File: config.mk
export PLATFORM = sky130hd
export DESIGN_NAME = dma_channel_size_pointer_regs
export DESIGN_NICKNAME = d
export VERILOG_FILES = /design/src/core/dma_size_ptr_pkg.sv /design/src/core/dma_channel_size_pointer_regs.sv
export VERILOG_INCLUDE_DIRS = /design/src /design/src/core
export SDC_FILE = /design/constraint.sdc
export NUM_CORES = 1
export LEC_CHECK = 0
export BUFFER_PORTS_ARGS = -buffer_cell sky130_fd_sc_hd__buf_2
export CORE_MARGIN = 10
export CORE_UTILIZATION = 62
export CTS_CLUSTER_SIZE = 8
export DETAILED_ROUTE_END_ITERATION = 16
export PLACE_DENSITY = 0.88
export RECOVER_POWER = 25
export SLEW_MARGIN = 15
export SYNTH_ARGS = -nofsm -noshare
export SYNTH_HDL_FRONTEND = slang
export SYNTH_SLANG_ARGS = --single-unit
File: constraint.sdc
create_clock -name i_clk -period 6.35 [get_ports i_clk]
set_clock_uncertainty 0.05 [all_clocks]
set_input_delay 0.9525 -clock i_clk [delete_from_list [all_inputs] [get_ports i_clk]]
set_output_delay 0.9525 -clock i_clk [all_outputs]
set_load 0.02 [all_outputs]
File: src/core/dma_size_ptr_cfg.svh
`ifndef DMA_SIZE_PTR_CFG_SVH
`define DMA_SIZE_PTR_CFG_SVH

// Register word offsets, byte addresses on the plain register port
`define DSP_OFS_DEST_SIZE   8'h00
`define DSP_OFS_SRC_PTR     8'h04
`define DSP_OFS_DEST_PTR    8'h08
`define DSP_OFS_SRC_SIZE    8'h0c
`define DSP_OFS_CTRL        8'h10
`define DSP_OFS_IRQ_STATUS  8'h14
`define DSP_OFS_IRQ_MASK    8'h18

// Field positions
`define DSP_SIZE_MSB        15
`define DSP_CTRL_PATTERN    0
`define DSP_IRQ_MSB         4

// Reset values
`define DSP_RST_SIZE        16'h0000
`define DSP_RST_PTR         16'h0000
`define DSP_RST_IRQ         5'h00

// Block length that an all-zero size field stands for
`define DSP_FULL_SPAN       17'h10000

`endif

File: src/core/dma_size_ptr_pkg.sv
`include "dma_size_ptr_cfg.svh"

package dma_size_ptr_pkg;

  typedef logic [`DSP_SIZE_MSB:0]   count16_t;
  typedef logic [`DSP_SIZE_MSB+1:0] span_t;

  // Sticky event bits, status and mask share this layout
  typedef struct packed {
    logic src_done_flag;
    logic src_half_flag;
    logic dest_done_flag;
    logic dest_half_flag;
    logic block_complete_flag;
  } irq_bits_t;

  // One register port request
  typedef struct packed {
    logic [7:0]  addr;
    logic [31:0] wdata;
    logic        wr;
    logic        rd;
  } reg_req_t;

  // Byte movement and match events from the channel engine
  typedef struct packed {
    logic src_byte;
    logic dst_byte;
    logic pattern_match;
  } xfer_evt_t;

  // Whole state of the block
  typedef struct packed {
    count16_t    dest_size_field;
    count16_t    source_size_field;
    count16_t    source_progress_pointer;
    count16_t    dest_progress_pointer;
    logic        pattern_mode;
    irq_bits_t   irq_status;
    irq_bits_t   irq_mask;
    logic [31:0] rdata;
  } state_t;

endpackage

File: src/core/dma_channel_size_pointer_regs.sv
// Summary of operation
// - A 16-bit writable destination size sits in bits 15..0 and resets to zero.
// - A nonzero destination size N makes the destination block exactly N bytes long.
// - A destination size of zero means a 65,536-byte destination block.
// - Bits 31..16 of the size and pointer registers ignore writes and read zero.
// - The source pointer is a 16-bit read-only field that resets to zero.
// - The source pointer holds the index of the current byte of the source block.
// - In pattern-detect mode a pattern match clears the source pointer to zero.
// - The destination pointer is a 16-bit read-only field that resets to zero.
// - The destination pointer holds the index of the current byte of the destination block.
// - Destination done is flagged when the destination pointer reaches the destination size.
// - Destination half is flagged when the destination pointer reaches half that size.
// - Block complete is flagged when the larger block is moved, or on a pattern match in pattern-detect mode.
// - A source size N means N bytes, and zero means 65,536 bytes.

`include "dma_size_ptr_cfg.svh"

module dma_channel_size_pointer_regs (
  input  wire logic                       i_clk,
  input  wire logic                       i_sys_rst,
  input  wire dma_size_ptr_pkg::reg_req_t  i_req,
  input  wire dma_size_ptr_pkg::xfer_evt_t i_evt,
  output logic [31:0]                     o_rdata,
  output logic                            o_irq,
  output dma_size_ptr_pkg::count16_t      o_source_progress_pointer,
  output dma_size_ptr_pkg::count16_t      o_dest_progress_pointer
);

  ////////////////////////////////////////////////////////////////////////////
  // State and its next value
  ////////////////////////////////////////////////////////////////////////////

  dma_size_ptr_pkg::state_t    state_reg;
  dma_size_ptr_pkg::state_t    state_next;

  // Block lengths in bytes, one bit wider than the size fields
  dma_size_ptr_pkg::span_t     dest_span;
  dma_size_ptr_pkg::span_t     src_span;

  // Pointer values once the current byte is counted
  dma_size_ptr_pkg::count16_t  src_step_next;
  dma_size_ptr_pkg::count16_t  dest_step_next;

  // Sticky status after this cycle and the level request
  dma_size_ptr_pkg::irq_bits_t status_next;
  logic                        irq_pending;

  // Per-cycle events
  logic                        src_wrap;
  logic                        dest_wrap;
  logic                        src_half_hit;
  logic                        dest_half_hit;
  logic                        pattern_clear;
  logic                        block_done_hit;
  dma_size_ptr_pkg::irq_bits_t new_events;
  dma_size_ptr_pkg::irq_bits_t clear_bits;

  ////////////////////////////////////////////////////////////////////////////
  // Source side
  ////////////////////////////////////////////////////////////////////////////

  // A match in pattern-detect mode restarts the source count
  assign pattern_clear = state_reg.pattern_mode & i_evt.pattern_match;

  // Source size decode, byte count and marks; a match swallows the byte
  span_pointer_step #(
    .WIDTH (16)
  ) src_side (
    .i_size         (state_reg.source_size_field),
    .i_pointer      (state_reg.source_progress_pointer),
    .i_byte         (i_evt.src_byte),
    .i_hold         (pattern_clear),
    .o_span         (src_span),
    .o_wrap         (src_wrap),
    .o_half_hit     (src_half_hit),
    .o_pointer_next (src_step_next)
  );

  ////////////////////////////////////////////////////////////////////////////
  // Destination side
  ////////////////////////////////////////////////////////////////////////////

  // Destination size decode, byte count and marks; no event holds a byte here
  span_pointer_step #(
    .WIDTH (16)
  ) dest_side (
    .i_size         (state_reg.dest_size_field),
    .i_pointer      (state_reg.dest_progress_pointer),
    .i_byte         (i_evt.dst_byte),
    .i_hold         (1'b0),
    .o_span         (dest_span),
    .o_wrap         (dest_wrap),
    .o_half_hit     (dest_half_hit),
    .o_pointer_next (dest_step_next)
  );

  ////////////////////////////////////////////////////////////////////////////
  // Block completion
  ////////////////////////////////////////////////////////////////////////////

  // Larger side finishing closes the block; destination decides a tie
  assign block_done_hit = (src_wrap & (src_span > dest_span)) |
                          (dest_wrap & (dest_span >= src_span)) |
                          pattern_clear;

  ////////////////////////////////////////////////////////////////////////////
  // Event collection
  ////////////////////////////////////////////////////////////////////////////

  // Events gathered in status layout
  always_comb begin
    new_events                     = '0;
    new_events.src_done_flag       = src_wrap;
    new_events.src_half_flag       = src_half_hit;
    new_events.dest_done_flag      = dest_wrap;
    new_events.dest_half_flag      = dest_half_hit;
    new_events.block_complete_flag = block_done_hit;
  end

  // Write-one-to-clear bits of a status write
  assign clear_bits = (i_req.wr && (i_req.addr == `DSP_OFS_IRQ_STATUS)) ?
                      i_req.wdata[`DSP_IRQ_MSB:0] :
                      '0;

  ////////////////////////////////////////////////////////////////////////////
  // Next state
  ////////////////////////////////////////////////////////////////////////////

  always_comb begin
    state_next = state_reg;

    // Source pointer: a match clears it, otherwise the stepped value
    if (pattern_clear) begin
      state_next.source_progress_pointer = `DSP_RST_PTR;
    end else begin
      state_next.source_progress_pointer = src_step_next;
    end

    // Destination pointer: stepped value, wrapping at the block end
    state_next.dest_progress_pointer = dest_step_next;

    // Register writes; pointers have no write path
    if (i_req.wr) begin
      unique case (i_req.addr)
        `DSP_OFS_DEST_SIZE: begin
          state_next.dest_size_field = i_req.wdata[`DSP_SIZE_MSB:0];
        end
        `DSP_OFS_SRC_SIZE: begin
          state_next.source_size_field = i_req.wdata[`DSP_SIZE_MSB:0];
        end
        `DSP_OFS_CTRL: begin
          state_next.pattern_mode = i_req.wdata[`DSP_CTRL_PATTERN];
        end
        `DSP_OFS_IRQ_MASK: begin
          state_next.irq_mask = i_req.wdata[`DSP_IRQ_MSB:0];
        end
        default: begin
          // Pointers and unmapped words keep their value; status writes act through clear_bits
        end
      endcase
    end

    // Sticky flags: a new event wins over a clear in the same cycle
    state_next.irq_status = status_next;

    // Read data stands for one cycle after the read strobe
    state_next.rdata = 32'h0000_0000;
    if (i_req.rd) begin
      unique case (i_req.addr)
        `DSP_OFS_DEST_SIZE: begin
          state_next.rdata = {16'h0000, state_reg.dest_size_field};
        end
        `DSP_OFS_SRC_PTR: begin
          state_next.rdata = {16'h0000, state_reg.source_progress_pointer};
        end
        `DSP_OFS_DEST_PTR: begin
          state_next.rdata = {16'h0000, state_reg.dest_progress_pointer};
        end
        `DSP_OFS_SRC_SIZE: begin
          state_next.rdata = {16'h0000, state_reg.source_size_field};
        end
        `DSP_OFS_CTRL: begin
          state_next.rdata = {31'h0000_0000, state_reg.pattern_mode};
        end
        `DSP_OFS_IRQ_STATUS: begin
          state_next.rdata = {27'h000_0000, state_reg.irq_status};
        end
        `DSP_OFS_IRQ_MASK: begin
          state_next.rdata = {27'h000_0000, state_reg.irq_mask};
        end
        default: begin
          state_next.rdata = 32'h0000_0000;
        end
      endcase
    end
  end

  ////////////////////////////////////////////////////////////////////////////
  // State register
  ////////////////////////////////////////////////////////////////////////////

  always_ff @(posedge i_clk) begin
    if (i_sys_rst) begin
      state_reg.dest_size_field         <= `DSP_RST_SIZE;
      state_reg.source_size_field       <= `DSP_RST_SIZE;
      state_reg.source_progress_pointer <= `DSP_RST_PTR;
      state_reg.dest_progress_pointer   <= `DSP_RST_PTR;
      state_reg.pattern_mode            <= 1'b0;
      state_reg.irq_status              <= `DSP_RST_IRQ;
      state_reg.irq_mask                <= `DSP_RST_IRQ;
      state_reg.rdata                   <= 32'h0000_0000;
    end else begin
      state_reg <= state_next;
    end
  end

  ////////////////////////////////////////////////////////////////////////////
  // Outputs
  ////////////////////////////////////////////////////////////////////////////

  // Data outputs straight from flops
  assign o_rdata                   = state_reg.rdata;
  assign o_source_progress_pointer = state_reg.source_progress_pointer;
  assign o_dest_progress_pointer   = state_reg.dest_progress_pointer;

  // Sticky flags and the level request they raise
  sticky_event_bits #(
    .WIDTH (5)
  ) irq_bits (
    .i_status      (state_reg.irq_status),
    .i_set         (new_events),
    .i_clear       (clear_bits),
    .i_mask        (state_reg.irq_mask),
    .o_status_next (status_next),
    .o_pending     (irq_pending)
  );

  // Level interrupt while any unmasked flag is set
  assign o_irq = irq_pending;

endmodule

////////////////////////////////////////////////////////////////////////////
// One channel side: size decode, byte counting and block marks
////////////////////////////////////////////////////////////////////////////

module span_pointer_step #(
  parameter int unsigned WIDTH = 16
) (
  input  wire logic [WIDTH-1:0] i_size,
  input  wire logic [WIDTH-1:0] i_pointer,
  input  wire logic             i_byte,
  input  wire logic             i_hold,
  output logic [WIDTH:0]        o_span,
  output logic                  o_wrap,
  output logic                  o_half_hit,
  output logic [WIDTH-1:0]      o_pointer_next
);

  // Midpoint of the block and the count including the current byte
  logic [WIDTH:0] half_mark;
  logic [WIDTH:0] after;
  logic           counted;

  ////////////////////////////////////////////////////////////////////////////
  // Size decoding
  ////////////////////////////////////////////////////////////////////////////

  // Zero size stands for the full span, one bit beyond the field
  assign o_span = (i_size == `DSP_RST_SIZE) ?
                  `DSP_FULL_SPAN :
                  {1'b0, i_size};

  // Midpoint; a one-byte block has none that a pointer can reach
  assign half_mark = o_span >> 1;

  ////////////////////////////////////////////////////////////////////////////
  // Byte counting
  ////////////////////////////////////////////////////////////////////////////

  // A held byte neither counts nor marks anything
  assign counted = i_byte & ~i_hold;

  // Bytes moved including the current one
  assign after = {1'b0, i_pointer} + {{WIDTH{1'b0}}, 1'b1};

  ////////////////////////////////////////////////////////////////////////////
  // Block marks
  ////////////////////////////////////////////////////////////////////////////

  // End of block reached by this byte
  assign o_wrap = counted & (after == o_span);

  // Midpoint reached by this byte
  assign o_half_hit = counted & (after == half_mark);

  ////////////////////////////////////////////////////////////////////////////
  // Next pointer
  ////////////////////////////////////////////////////////////////////////////

  // Pointer after this byte; a finished block restarts at byte zero
  always_comb begin
    o_pointer_next = i_pointer;
    if (counted) begin
      if (o_wrap) begin
        o_pointer_next = `DSP_RST_PTR;
      end else begin
        o_pointer_next = after[WIDTH-1:0];
      end
    end
  end

endmodule

////////////////////////////////////////////////////////////////////////////
// Sticky event bits: set by hardware, cleared by writing ones
////////////////////////////////////////////////////////////////////////////

module sticky_event_bits #(
  parameter int unsigned WIDTH = 5
) (
  input  wire logic [WIDTH-1:0] i_status,
  input  wire logic [WIDTH-1:0] i_set,
  input  wire logic [WIDTH-1:0] i_clear,
  input  wire logic [WIDTH-1:0] i_mask,
  output logic [WIDTH-1:0]      o_status_next,
  output logic                  o_pending
);

  ////////////////////////////////////////////////////////////////////////////
  // Next status
  ////////////////////////////////////////////////////////////////////////////

  // A new event wins over a clear of the same bit in the same cycle
  assign o_status_next = (i_status & ~i_clear) | i_set;

  ////////////////////////////////////////////////////////////////////////////
  // Pending request
  ////////////////////////////////////////////////////////////////////////////

  // Any set bit that the mask lets through
  assign o_pending = |(i_status & i_mask);

endmodule

==> impl_metrics.toml, run 1 <==
[final_layout]
drive_gt1_share_pct = 9.24
layout_commonest_cell = "nand2_1"
layout_common_cells = "nand2_1 (97), dfxtp_1 (91), a21oi_1 (74)"
n_antenna_cell = 0
utilization_pct = 62.6
syn_to_final_growth_pct = -0.713
largest_reg_flops = 43
final_area_mm2 = 0.00679
nNetsFinal = 925

[routing]
drc = 0
drt_wl_total_um = 19000
drtPass1Iterations = 8
ant_nets = 0
wire_per_inst_um = 18.8
avgViaCountPerCell = 6.43
via_count = 6465
drt-initial-drc-count = 740

[die]
start_util_pct = 63.1
dieHeight_um = 125
io_pins = 112
row_count = 38
dieArea_mm2 = 0.0156
fp.coreArea_mm2 = 0.0108
die_x_um = 125

[timing]
min_period_ps = 3730
tightest_slew_ps = 817
tns_ps = 0
min_period_over_period_pct = 58.7
slew_headroom_pct = 45.0
setup_viol = 0
whs_ps = 431
drv_slew = 0
max_freq_mhz = 268
rsz0062_at_grt = "no"
hold_violations = 0

[clock_network]
clkSinkCount = 91
cts_resized = 0
cts_tree = "done"
cts_buffer_depth = 2
clk_pin_slew_ps = 110
htree_levels = 3
insertion_delay_ps = 390
cts_made_buffers = 9
cts_hold_buf = 0
cts_root_buffer = "clkbuf_8"
cts_setup_buffers = 0

[yosys]
yosysWarningCount = 0
synth-edff-count = 0
syn_inst = 916
postSynth.asyncResetShare_pct = 0
syn_area_per_cell_um2 = 7.47
ys.flop_type = "dfxtp_1"
synth_area_mm2 = 0.00684
synth.distinct_cells = 69
ys_seq_area_share_pct = 26.6
postSynthRegisterBits = 91

[setup_path]
endpoint_kind = "flop"
reg2reg_from = "o_dest_progress_pointer[2]$_SDFFE_PP0P_"
cp.arrival_ps = 3940
critPathLaunch = "o_dest_progress_pointer[2]$_SDFFE_PP0P_"
crit_path_start_kind = "flop"
crit_type = "flop to flop"
critPathMaxFanout = 12
worstPathRequired_ps = 6560

[global_routing]
grt_pass1_vias = 6070
antenna_found_initial = 0
grt_usage_pct = 23.4
grt_pass1_wl_um = 31200
grt_max_degree = 56
grt-ovfl-total = 0

[power_and_ir_drop]
p_seq_share_pct = 54.8
p_clk_share_pct = 38.0
peakVddDrop_v = 0.000142
powerDensity_mw_per_mm2 = 156
comb_power_share_pct = 7.2
switchingPower_mw = 0.304
switching_share_pct = 28.7
power.leakage_nw = 2.28
p_int_mw = 0.753

[status]
outcome = "finished clean"

[placed_design]
hpwl_um = 13800
gp_congestion = 0.951
post_dp_cell_area_mm2 = 0.00663
port_buffers = 79

[flow_run]
drv_cap = 0

[worst_hold_path]
hold_path.class = "flop to flop"
holdCritStartpoint = "state_reg[34]$_SDFFE_PP0P_"
## layer usage
metal	track usage, %	part of all wire, %	vias up
li1	-	-	3022
met4	11.7	3.6	0
met2	34.9	44	398
met3	5.37	11	65
met1	31.0	42	2980
met5	0	0	-
## critical path: stages (launching register included)
cell	delay, ps
dfxtp_1	600
nand4_1	520
nor3_2	440
a2111oi_0	210
or4b_1	540
or4_4	430
nor3b_4	340
or2_1	380
nor2_1	90
## cell families after synthesis
group | share of synthesized area (%)
simple gates | 26.7
buf+inv | 13.9
compound gates | 16.2
xor+xnor | 12.7
flops | 26.6
fa+ha+maj | 3.40
mux | 0.311
other cells | 0.0548
## final timing paths
| kind | to | slack, ps | depth (start not counted) |
|---|---|---|---|
| worst max-delay path | o_dest_progress_pointer[14]$_SDFFE_PP0P_ | 2620 | 8 |
| worst min-delay path | state_reg[34]$_SDFFE_PP0P_ | 430 | 2 |
| worst max register to register | o_dest_progress_pointer[14]$_SDFFE_PP0P_ | 2620 | 8 |
| worst min register to register | state_reg[34]$_SDFFE_PP0P_ | 430 | 2 |
## cells in the mapped netlist, types with 6 or more instances
cell type / count / area share, %
a22oi_1: 38 / 4.2
a31oi_1: 11 / 1.0
or4_1: 7 / 0.77
inv_1: 21 / 1.2
and4_1: 7 / 0.90
or3_1: 6 / 0.55
xnor2_1: 69 / 8.8
clkbuf_1: 82 / 4.5
buf_4: 65 / 7.1
a21oi_1: 74 / 5.4
nor4_1: 26 / 2.4
a21o_1: 6 / 0.66
nor2_1: 51 / 2.8
ha_1: 17 / 3.1
nand3b_1: 6 / 0.66
xor2_1: 28 / 3.6
nor3_1: 18 / 1.3
nand2b_1: 9 / 0.82
o21ai_0: 9 / 0.66
nand3_1: 67 / 4.9
buf_2: 13 / 0.95
nand4_1: 17 / 1.6
and3_1: 7 / 0.64
nand2_1: 97 / 5.3
dfxtp_1: 91 / 27
## layout make-up
type / count / area [um2]
clock inverters: 7 / 80.1
fillers: 991 / 4050
inverters: 21 / 78.8
clock buffers: 9 / 124
well taps: 140 / 175
multi-input cells: 656 / 4140
flip-flops and latches: 91 / 1820
repair buffers: 82 / 374
## power by group through the flow
stage	Combinational [mW]	Sequential [mW]	Clock, mW
global route	0.0834	0.580	0.427
global placement	0.0736	0.592	0
detailed placement	0.0745	0.592	0
CTS	0.0747	0.579	0.404
floorplan	0.0643	0.588	0
finish	0.0761	0.579	0.401
## per-stage QoR
stage / instances / worst slack, ps / total power [mW]
global placement: 990 / 2710 / 0.666
detailed placement: 990 / 2710 / 0.667
CTS: 1006 / 2670 / 1.06
floorplan: 931 / 3400 / 0.652
global route: 1006 / 2330 / 1.09
finish: 1006 / 2620 / 1.06
(Power assumes the default switching activity.)
==> run 2: changes to the inputs <==
--- a/config.mk
+++ b/config.mk
@@ -8,10 +8,10 @@
 export LEC_CHECK = 0
 export BUFFER_PORTS_ARGS = -buffer_cell sky130_fd_sc_hd__buf_2
 export CORE_MARGIN = 10
-export CORE_UTILIZATION = 62
+export CORE_UTILIZATION = 58
 export CTS_CLUSTER_SIZE = 8
 export DETAILED_ROUTE_END_ITERATION = 16
-export PLACE_DENSITY = 0.88
+export PLACE_DENSITY = 0.83
 export RECOVER_POWER = 25
 export SLEW_MARGIN = 15
 export SYNTH_ARGS = -nofsm -noshare
==> constraint.sdc (replaced) <==
create_clock -name i_clk -period 3.91 [get_ports i_clk]
set_clock_uncertainty 0.05 [all_clocks]
set_input_delay 0.5865 -clock i_clk [delete_from_list [all_inputs] [get_ports i_clk]]
set_output_delay 0.5865 -clock i_clk [all_outputs]
set_load 0.02 [all_outputs]
==> run 2 against run 1 <==
  * Sequential share of layout area shrank 0.99 points
  * Sequential power increased by 62%
  * Register-to-register slack got worse by 2200 ps
==> impl_metrics.toml, run 2 (synthesis gave the netlist of run 1 again) <==
[status]
outcome = "finished clean"

[timing]
slew_headroom_pct = 50.6
drv_slew = 0
rsz0062_at_grt = "no"
setup_viol = 0
min_period_over_period_pct = 90.4
tightest_slew_ps = 741
min_period_ps = 3540
max_freq_mhz = 283
hold_violations = 0
tns_ps = 0

[clock_network]
cts_made_buffers = 9
cts_tree = "done"
cts_buffer_depth = 2
insertion_delay_ps = 350
cts_resized = 0
cts_setup_buffers = 0
cts_hold_buf = 0
clkSinkCount = 91
htree_levels = 3
cts_root_buffer = "clkbuf_16"
clk_pin_slew_ps = 70

[final_layout]
drive_gt1_share_pct = 11.0
layout_commonest_cell = "nand2_1"
multiInputGateArea_mm2 = 0.00413
utilization_pct = 61.5
fill_cells = 1065
largest_reg_flops = 43
n_antenna_cell = 0
layout_common_cells = "nand2_1 (97), dfxtp_1 (91), a21oi_1 (74)"
seq_area_mm2 = 0.00182
nNetsFinal = 943
syn_to_final_growth_pct = 3.11

[power_and_ir_drop]
power.leakage_nw = 2.44
powerDensity_mw_per_mm2 = 291
power.total_mw = 2.05
peakVddDrop_v = 0.000291

[routing]
wire_per_inst_um = 19.2
ant_nets = 0
drtPass1Iterations = 5
avgViaCountPerCell = 6.36
drt_wl_total_um = 19700
via_count = 6530
drc = 0
drt-initial-drc-count = 777

[die]
io_pins = 112
start_util_pct = 59.7
dieArea_mm2 = 0.0165
row_count = 39
die_x_um = 129
dieHeight_um = 129
fp.coreArea_mm2 = 0.0115

[global_routing]
grt_pass1_vias = 6058
grt_pass1_wl_um = 31600
antenna_found_initial = 1
grt_usage_pct = 23.1
grt-ovfl-total = 0
grt_max_degree = 44

[setup_path]
max_stage_delay_ps = 530
crit_path_start_kind = "flop"
endpoint_kind = "flop"
crit_path_top_delay_cell = "or4b_1"
r2r_slack_ps = 370
worstPathRequired_ps = 4090
crit_type = "flop to flop"
critPathMaxFanout = 9
path_cells = "clkbuf_1 -> nand4_1 -> o41ai_1 -> a21oi_1 -> or4b_1 -> or4_4 -> nor3b_4 -> or2_1 -> nor2_1"
critPathBufInv = 1
cp_top_family = "simple AND/OR/NAND/NOR gates"
cp.arrival_ps = 3710

[placed_design]
port_buffers = 79
hpwl_um = 14200
gp_congestion = 0.953

[worst_hold_path]
hold_path.class = "flop to flop"

[flow_run]
drv_cap = 0
-- run 2: changes by cell type in the layout (fill, tap and decap cells not counted), moves of 3 or more --
cell / change
buf_2: +3
clkbuf_8: -8
buf_4: +16
clkbuf_16: +9
-- run 2: cell type report --
type / count / share of cell area (%)
multi-input cells: 656 / 58.6
inverters: 21 / 1.12
clock inverters: 6 / 1.37
repair buffers: 100 / 7.17
clock buffers: 10 / 3.39
flip-flops and latches: 91 / 25.8
well taps: 143 / 2.54
-- run 2: report_power, final --
part | switching (mW) | total, mW | internal [mW]
Clock | 0.400 | 0.986 | 0.586
Sequential | 0.00670 | 0.937 | 0.930
Combinational | 0.0889 | 0.131 | 0.0416
Total | 0.495 | 2.05 | 1.56
-- run 2: path summary, 6_finish.rpt --
| check | from | to | cells after the start |
|---|---|---|---|
| worst max register to register | o_dest_progress_pointer[0]$_SDFFE_PP0P_ | o_dest_progress_pointer[2]$_SDFFE_PP0P_ | 9 |
| worst min register to register | state_reg[33]$_SDFFE_PP0P_ | state_reg[33]$_SDFFE_PP0P_ | 2 |
| worst max-delay path | o_dest_progress_pointer[0]$_SDFFE_PP0P_ | o_dest_progress_pointer[2]$_SDFFE_PP0P_ | 9 |
| worst min-delay path | state_reg[33]$_SDFFE_PP0P_ | state_reg[33]$_SDFFE_PP0P_ | 2 |
-- run 2: worst register-to-register path, cell delays in order (launching register included) --
cell and delay [ps]:
dfxtp_1 330, clkbuf_1 400, nand4_1 420, o41ai_1 380, a21oi_1 120, or4b_1 530
or4_4 440, nor3b_4 280, or2_1 380, nor2_1 90
-- run 2: metal layers --
metal	vias to the layer above	share of wire, %	GRT usage, %
met5	-	0.061	0
met4	2	2.1	8.91
met1	3032	41	30.6
met2	404	46	36.4
met3	47	11	4.68
li1	3045	-	-
-- run 2: through the flow --
| step | instances | worst slack (ps) | area [um2] | hold slack [ps] |
|---|---|---|---|---|
| 4_1_cts | 1027 | 549 | 7100 | 424 |
| 3_3_place_gp | 1011 | 613 | 6770 | 409 |
| 2_1_floorplan | 931 | 959 | 6900 | 394 |
| 6_report | 1027 | 375 | 7050 | 423 |
| 5_1_grt | 1027 | 124 | 7050 | 448 |
| 3_5_place_dp | 1011 | 590 | 6770 | 415 |
==> run 3: changes to the inputs <==
--- a/config.mk
+++ b/config.mk
@@ -8,7 +8,7 @@
 export LEC_CHECK = 0
 export BUFFER_PORTS_ARGS = -buffer_cell sky130_fd_sc_hd__buf_2
 export CORE_MARGIN = 10
-export CORE_UTILIZATION = 58
+export CORE_UTILIZATION = 59
 export CTS_CLUSTER_SIZE = 8
 export DETAILED_ROUTE_END_ITERATION = 16
 export PLACE_DENSITY = 0.83
@@ -16,4 +16,5 @@
 export SLEW_MARGIN = 15
 export SYNTH_ARGS = -nofsm -noshare
 export SYNTH_HDL_FRONTEND = slang
+export SYNTH_HIERARCHICAL = 1
 export SYNTH_SLANG_ARGS = --single-unit
==> run 3 against run 2 <==
  * Clock power down 3.4%
  * Power shrank 0.83%
  * Global-route usage rose by 4.6 points
  * Combinational power is 15% higher
  * Synthesized area increased by 17%
  * Fmax is 0.49% higher
  * Flip-flop and latch count is the same
  * Final cell count grew 22%
  * Critical path type unchanged
==> impl_metrics.toml, run 3 <==
[power_and_ir_drop]
peakVddDrop_v = 0.000233
power.leakage_nw = 3.04
powerDensity_mw_per_mm2 = 244

[timing]
fin_ws_ps = 392
hold_violations = 0
tns_ps = 0
rsz0062_at_grt = "no"
whs_ps = 422
slew_headroom_pct = 39.8
setup_viol = 0
min_period_ps = 3520
drv_slew = 0
tightest_slew_ps = 898
max_freq_mhz = 284
min_period_over_period_pct = 90.0

[yosys]
postSynthRegisterBits = 91
synth_common_cells = "nand2_1 (148), dfxtp_1 (91), clkbuf_1 (78)"
synth_area_leader_cell = "dfxtp_1"
synth.distinct_cells = 72
ys_seq_area_share_pct = 22.8
postSynth.asyncResetShare_pct = 0
synth_top_area_share_pct = 22.8
synth_area_mm2 = 0.00800
yosysWarningCount = 6
synth.most_common_cell = "nand2_1"
syn_inst = 1088
syn_area_per_cell_um2 = 7.35
ys.flop_type = "dfxtp_1"
synth-edff-count = 0
synth_area_leaders = "dfxtp_1 (23%), buf_4 (6.9%), nand2_1 (6.9%)"

[die]
io_pins = 112
dieHeight_um = 136
fp.coreArea_mm2 = 0.0132
dieArea_mm2 = 0.0186
row_count = 42
start_util_pct = 60.4
die_x_um = 136

[clock_network]
cts_setup_buffers = 0
cts_made_buffers = 9
cts_resized = 0
cts_buffer_depth = 2
insertion_delay_ps = 360
clk_pin_slew_ps = 80
cts_root_buffer = "clkbuf_16"
cts_hold_buf = 0
htree_levels = 3
clkSinkCount = 91
cts_tree = "done"

[global_routing]
grt-ovfl-total = 0
use_met1_pct = 38.3
grt_max_degree = 61
met3_usage_pct = 7.23
grt_pass1_wl_um = 41100
grtUsageMet2_pct = 40.3
grt_usage_pct = 27.7
antenna_found_initial = 0
grt_pass1_vias = 7486
busiest_layer = "met2"

[setup_path]
crit_path_start_kind = "flop"
critPathBufInv = 1
cp_top_family = "simple AND/OR/NAND/NOR gates"
path_cells = "clkbuf_1 -> nand4_2 -> o21ai_0 -> nand2_1 -> or4_1 -> a2111oi_2 -> nand4b_1 -> nor4b_2 -> o31ai_1 -> o311ai_0 -> a21o_1 -> nor2b_1"
worstPathRequired_ps = 4160
crit_type = "flop to flop"
endpoint_kind = "flop"
cp.arrival_ps = 3770
critPathMaxFanout = 9
crit_path_top_delay_cell = "nor4b_2"
max_stage_delay_ps = 480

[flow_run]
drv_cap = 0

[final_layout]
layout_common_cells = "nand2_1 (148), dfxtp_1 (91), a21oi_1 (73)"
layout_commonest_cell = "nand2_1"
largest_reg_flops = 43
nNetsFinal = 1138
syn_to_final_growth_pct = 4.28
drive_gt1_share_pct = 13.6
n_antenna_cell = 0
utilization_pct = 63.0
layout.cells.non_filler = 1253

[placed_design]
placed_cells = 1237
hpwl_um = 19400
port_buffers = 79
post-place-ws_ps = 406
gp_congestion = 1.03

[routing]
wire_per_inst_um = 21.1
drt-initial-drc-count = 1162
drc = 0
avgViaCountPerCell = 6.54
drt_wl_total_um = 26500
via_count = 8197
ant_nets = 0
drtPass1Iterations = 7

[status]
outcome = "finished clean"

[worst_hold_path]
hold_path.class = "primary input to flop"
run 3: cell types whose count changed after synthesis, moves of 12 or more:
cell,previous run,this run
or3_1,6,18
o21ai_1,0,18
o221ai_1,0,16
nand3_1,67,30
xnor2_1,69,42
a22oi_1,38,6
o21ai_0,9,42
nand2_1,97,148
and2_1,3,22
nor2b_1,3,37
run 3: final cells by class:
cell class              instances  area [um2]
clock buffers                   9         225
clock inverters                 7        83.8
flip-flops and latches         91        1820
repair buffers                137         772
fillers                      1213        4900
inverters                      32         120
well taps                     176         220
multi-input cells             801        5100
run 3: stage by stage:
stage,instance area (um2),power (mW)
after floorplan,8070,1.06
after global placement,8090,1.10
after detailed placement,8090,1.10
after CTS,8400,2.03
after global routing,8340,2.08
final,8340,2.04
run 3: kinds of logic (layout without fill, tap and decap cells):
| family | Yosys count | after routing | synth area share (%) |
|---|---|---|---|
| AND/OR/NAND/NOR | 419 | 419 | 28.8 |
| AO/OA/AOI/OAI | 265 | 265 | 22.2 |
| buffers and inverters | 213 | 185 | 14.3 |
| flip-flops | 91 | 91 | 22.8 |
| XOR/XNOR | 68 | 68 | 7.44 |
| adder cells (fa/ha/maj) | 19 | 19 | 2.97 |
| multiplexers | 12 | 12 | 1.55 |
| other | 1 | 18 | 0.0469 |
run 3: path summary, 6_finish.rpt:
kind                                         startpoint                           to  slack (ps)  cells after the start
setup / recovery  o_dest_progress_pointer[0]$_SDFF_PP0_     state_reg[37]$_SDFF_PP0_         390                     12
hold / removal                                i_req[12]  state_reg[101]$_SDFFE_PP0P_         420                      3
setup reg to reg  o_dest_progress_pointer[0]$_SDFF_PP0_     state_reg[37]$_SDFF_PP0_         390                     12
hold reg to reg              state_reg[36]$_SDFFE_PP0P_   state_reg[36]$_SDFFE_PP0P_         460                      2
run 3: power breakdown:
group / internal [mW] / leakage [nW] / switching, mW
Sequential: 0.929 / 0.733 / 0.00352
Combinational: 0.0475 / 2.15 / 0.104
Clock: 0.511 / 0.154 / 0.442
run 3: worst reg2reg max path, stage by stage (launching register included):
cell	delay (ps)
dfxtp_1	350
clkbuf_1	380
nand4_2	360
o21ai_0	320
nand2_1	90
or4_1	470
a2111oi_2	300
nand4b_1	160
nor4b_2	480
o31ai_1	130
o311ai_0	130
a21o_1	120
nor2b_1	110
run 3: routing by layer:
metal | share of wire [%] | wire length [um]
met1 | 43 | 11400
met2 | 42 | 11200
met3 | 11 | 2990
met4 | 3.1 | 831
met5 | 0 | 0
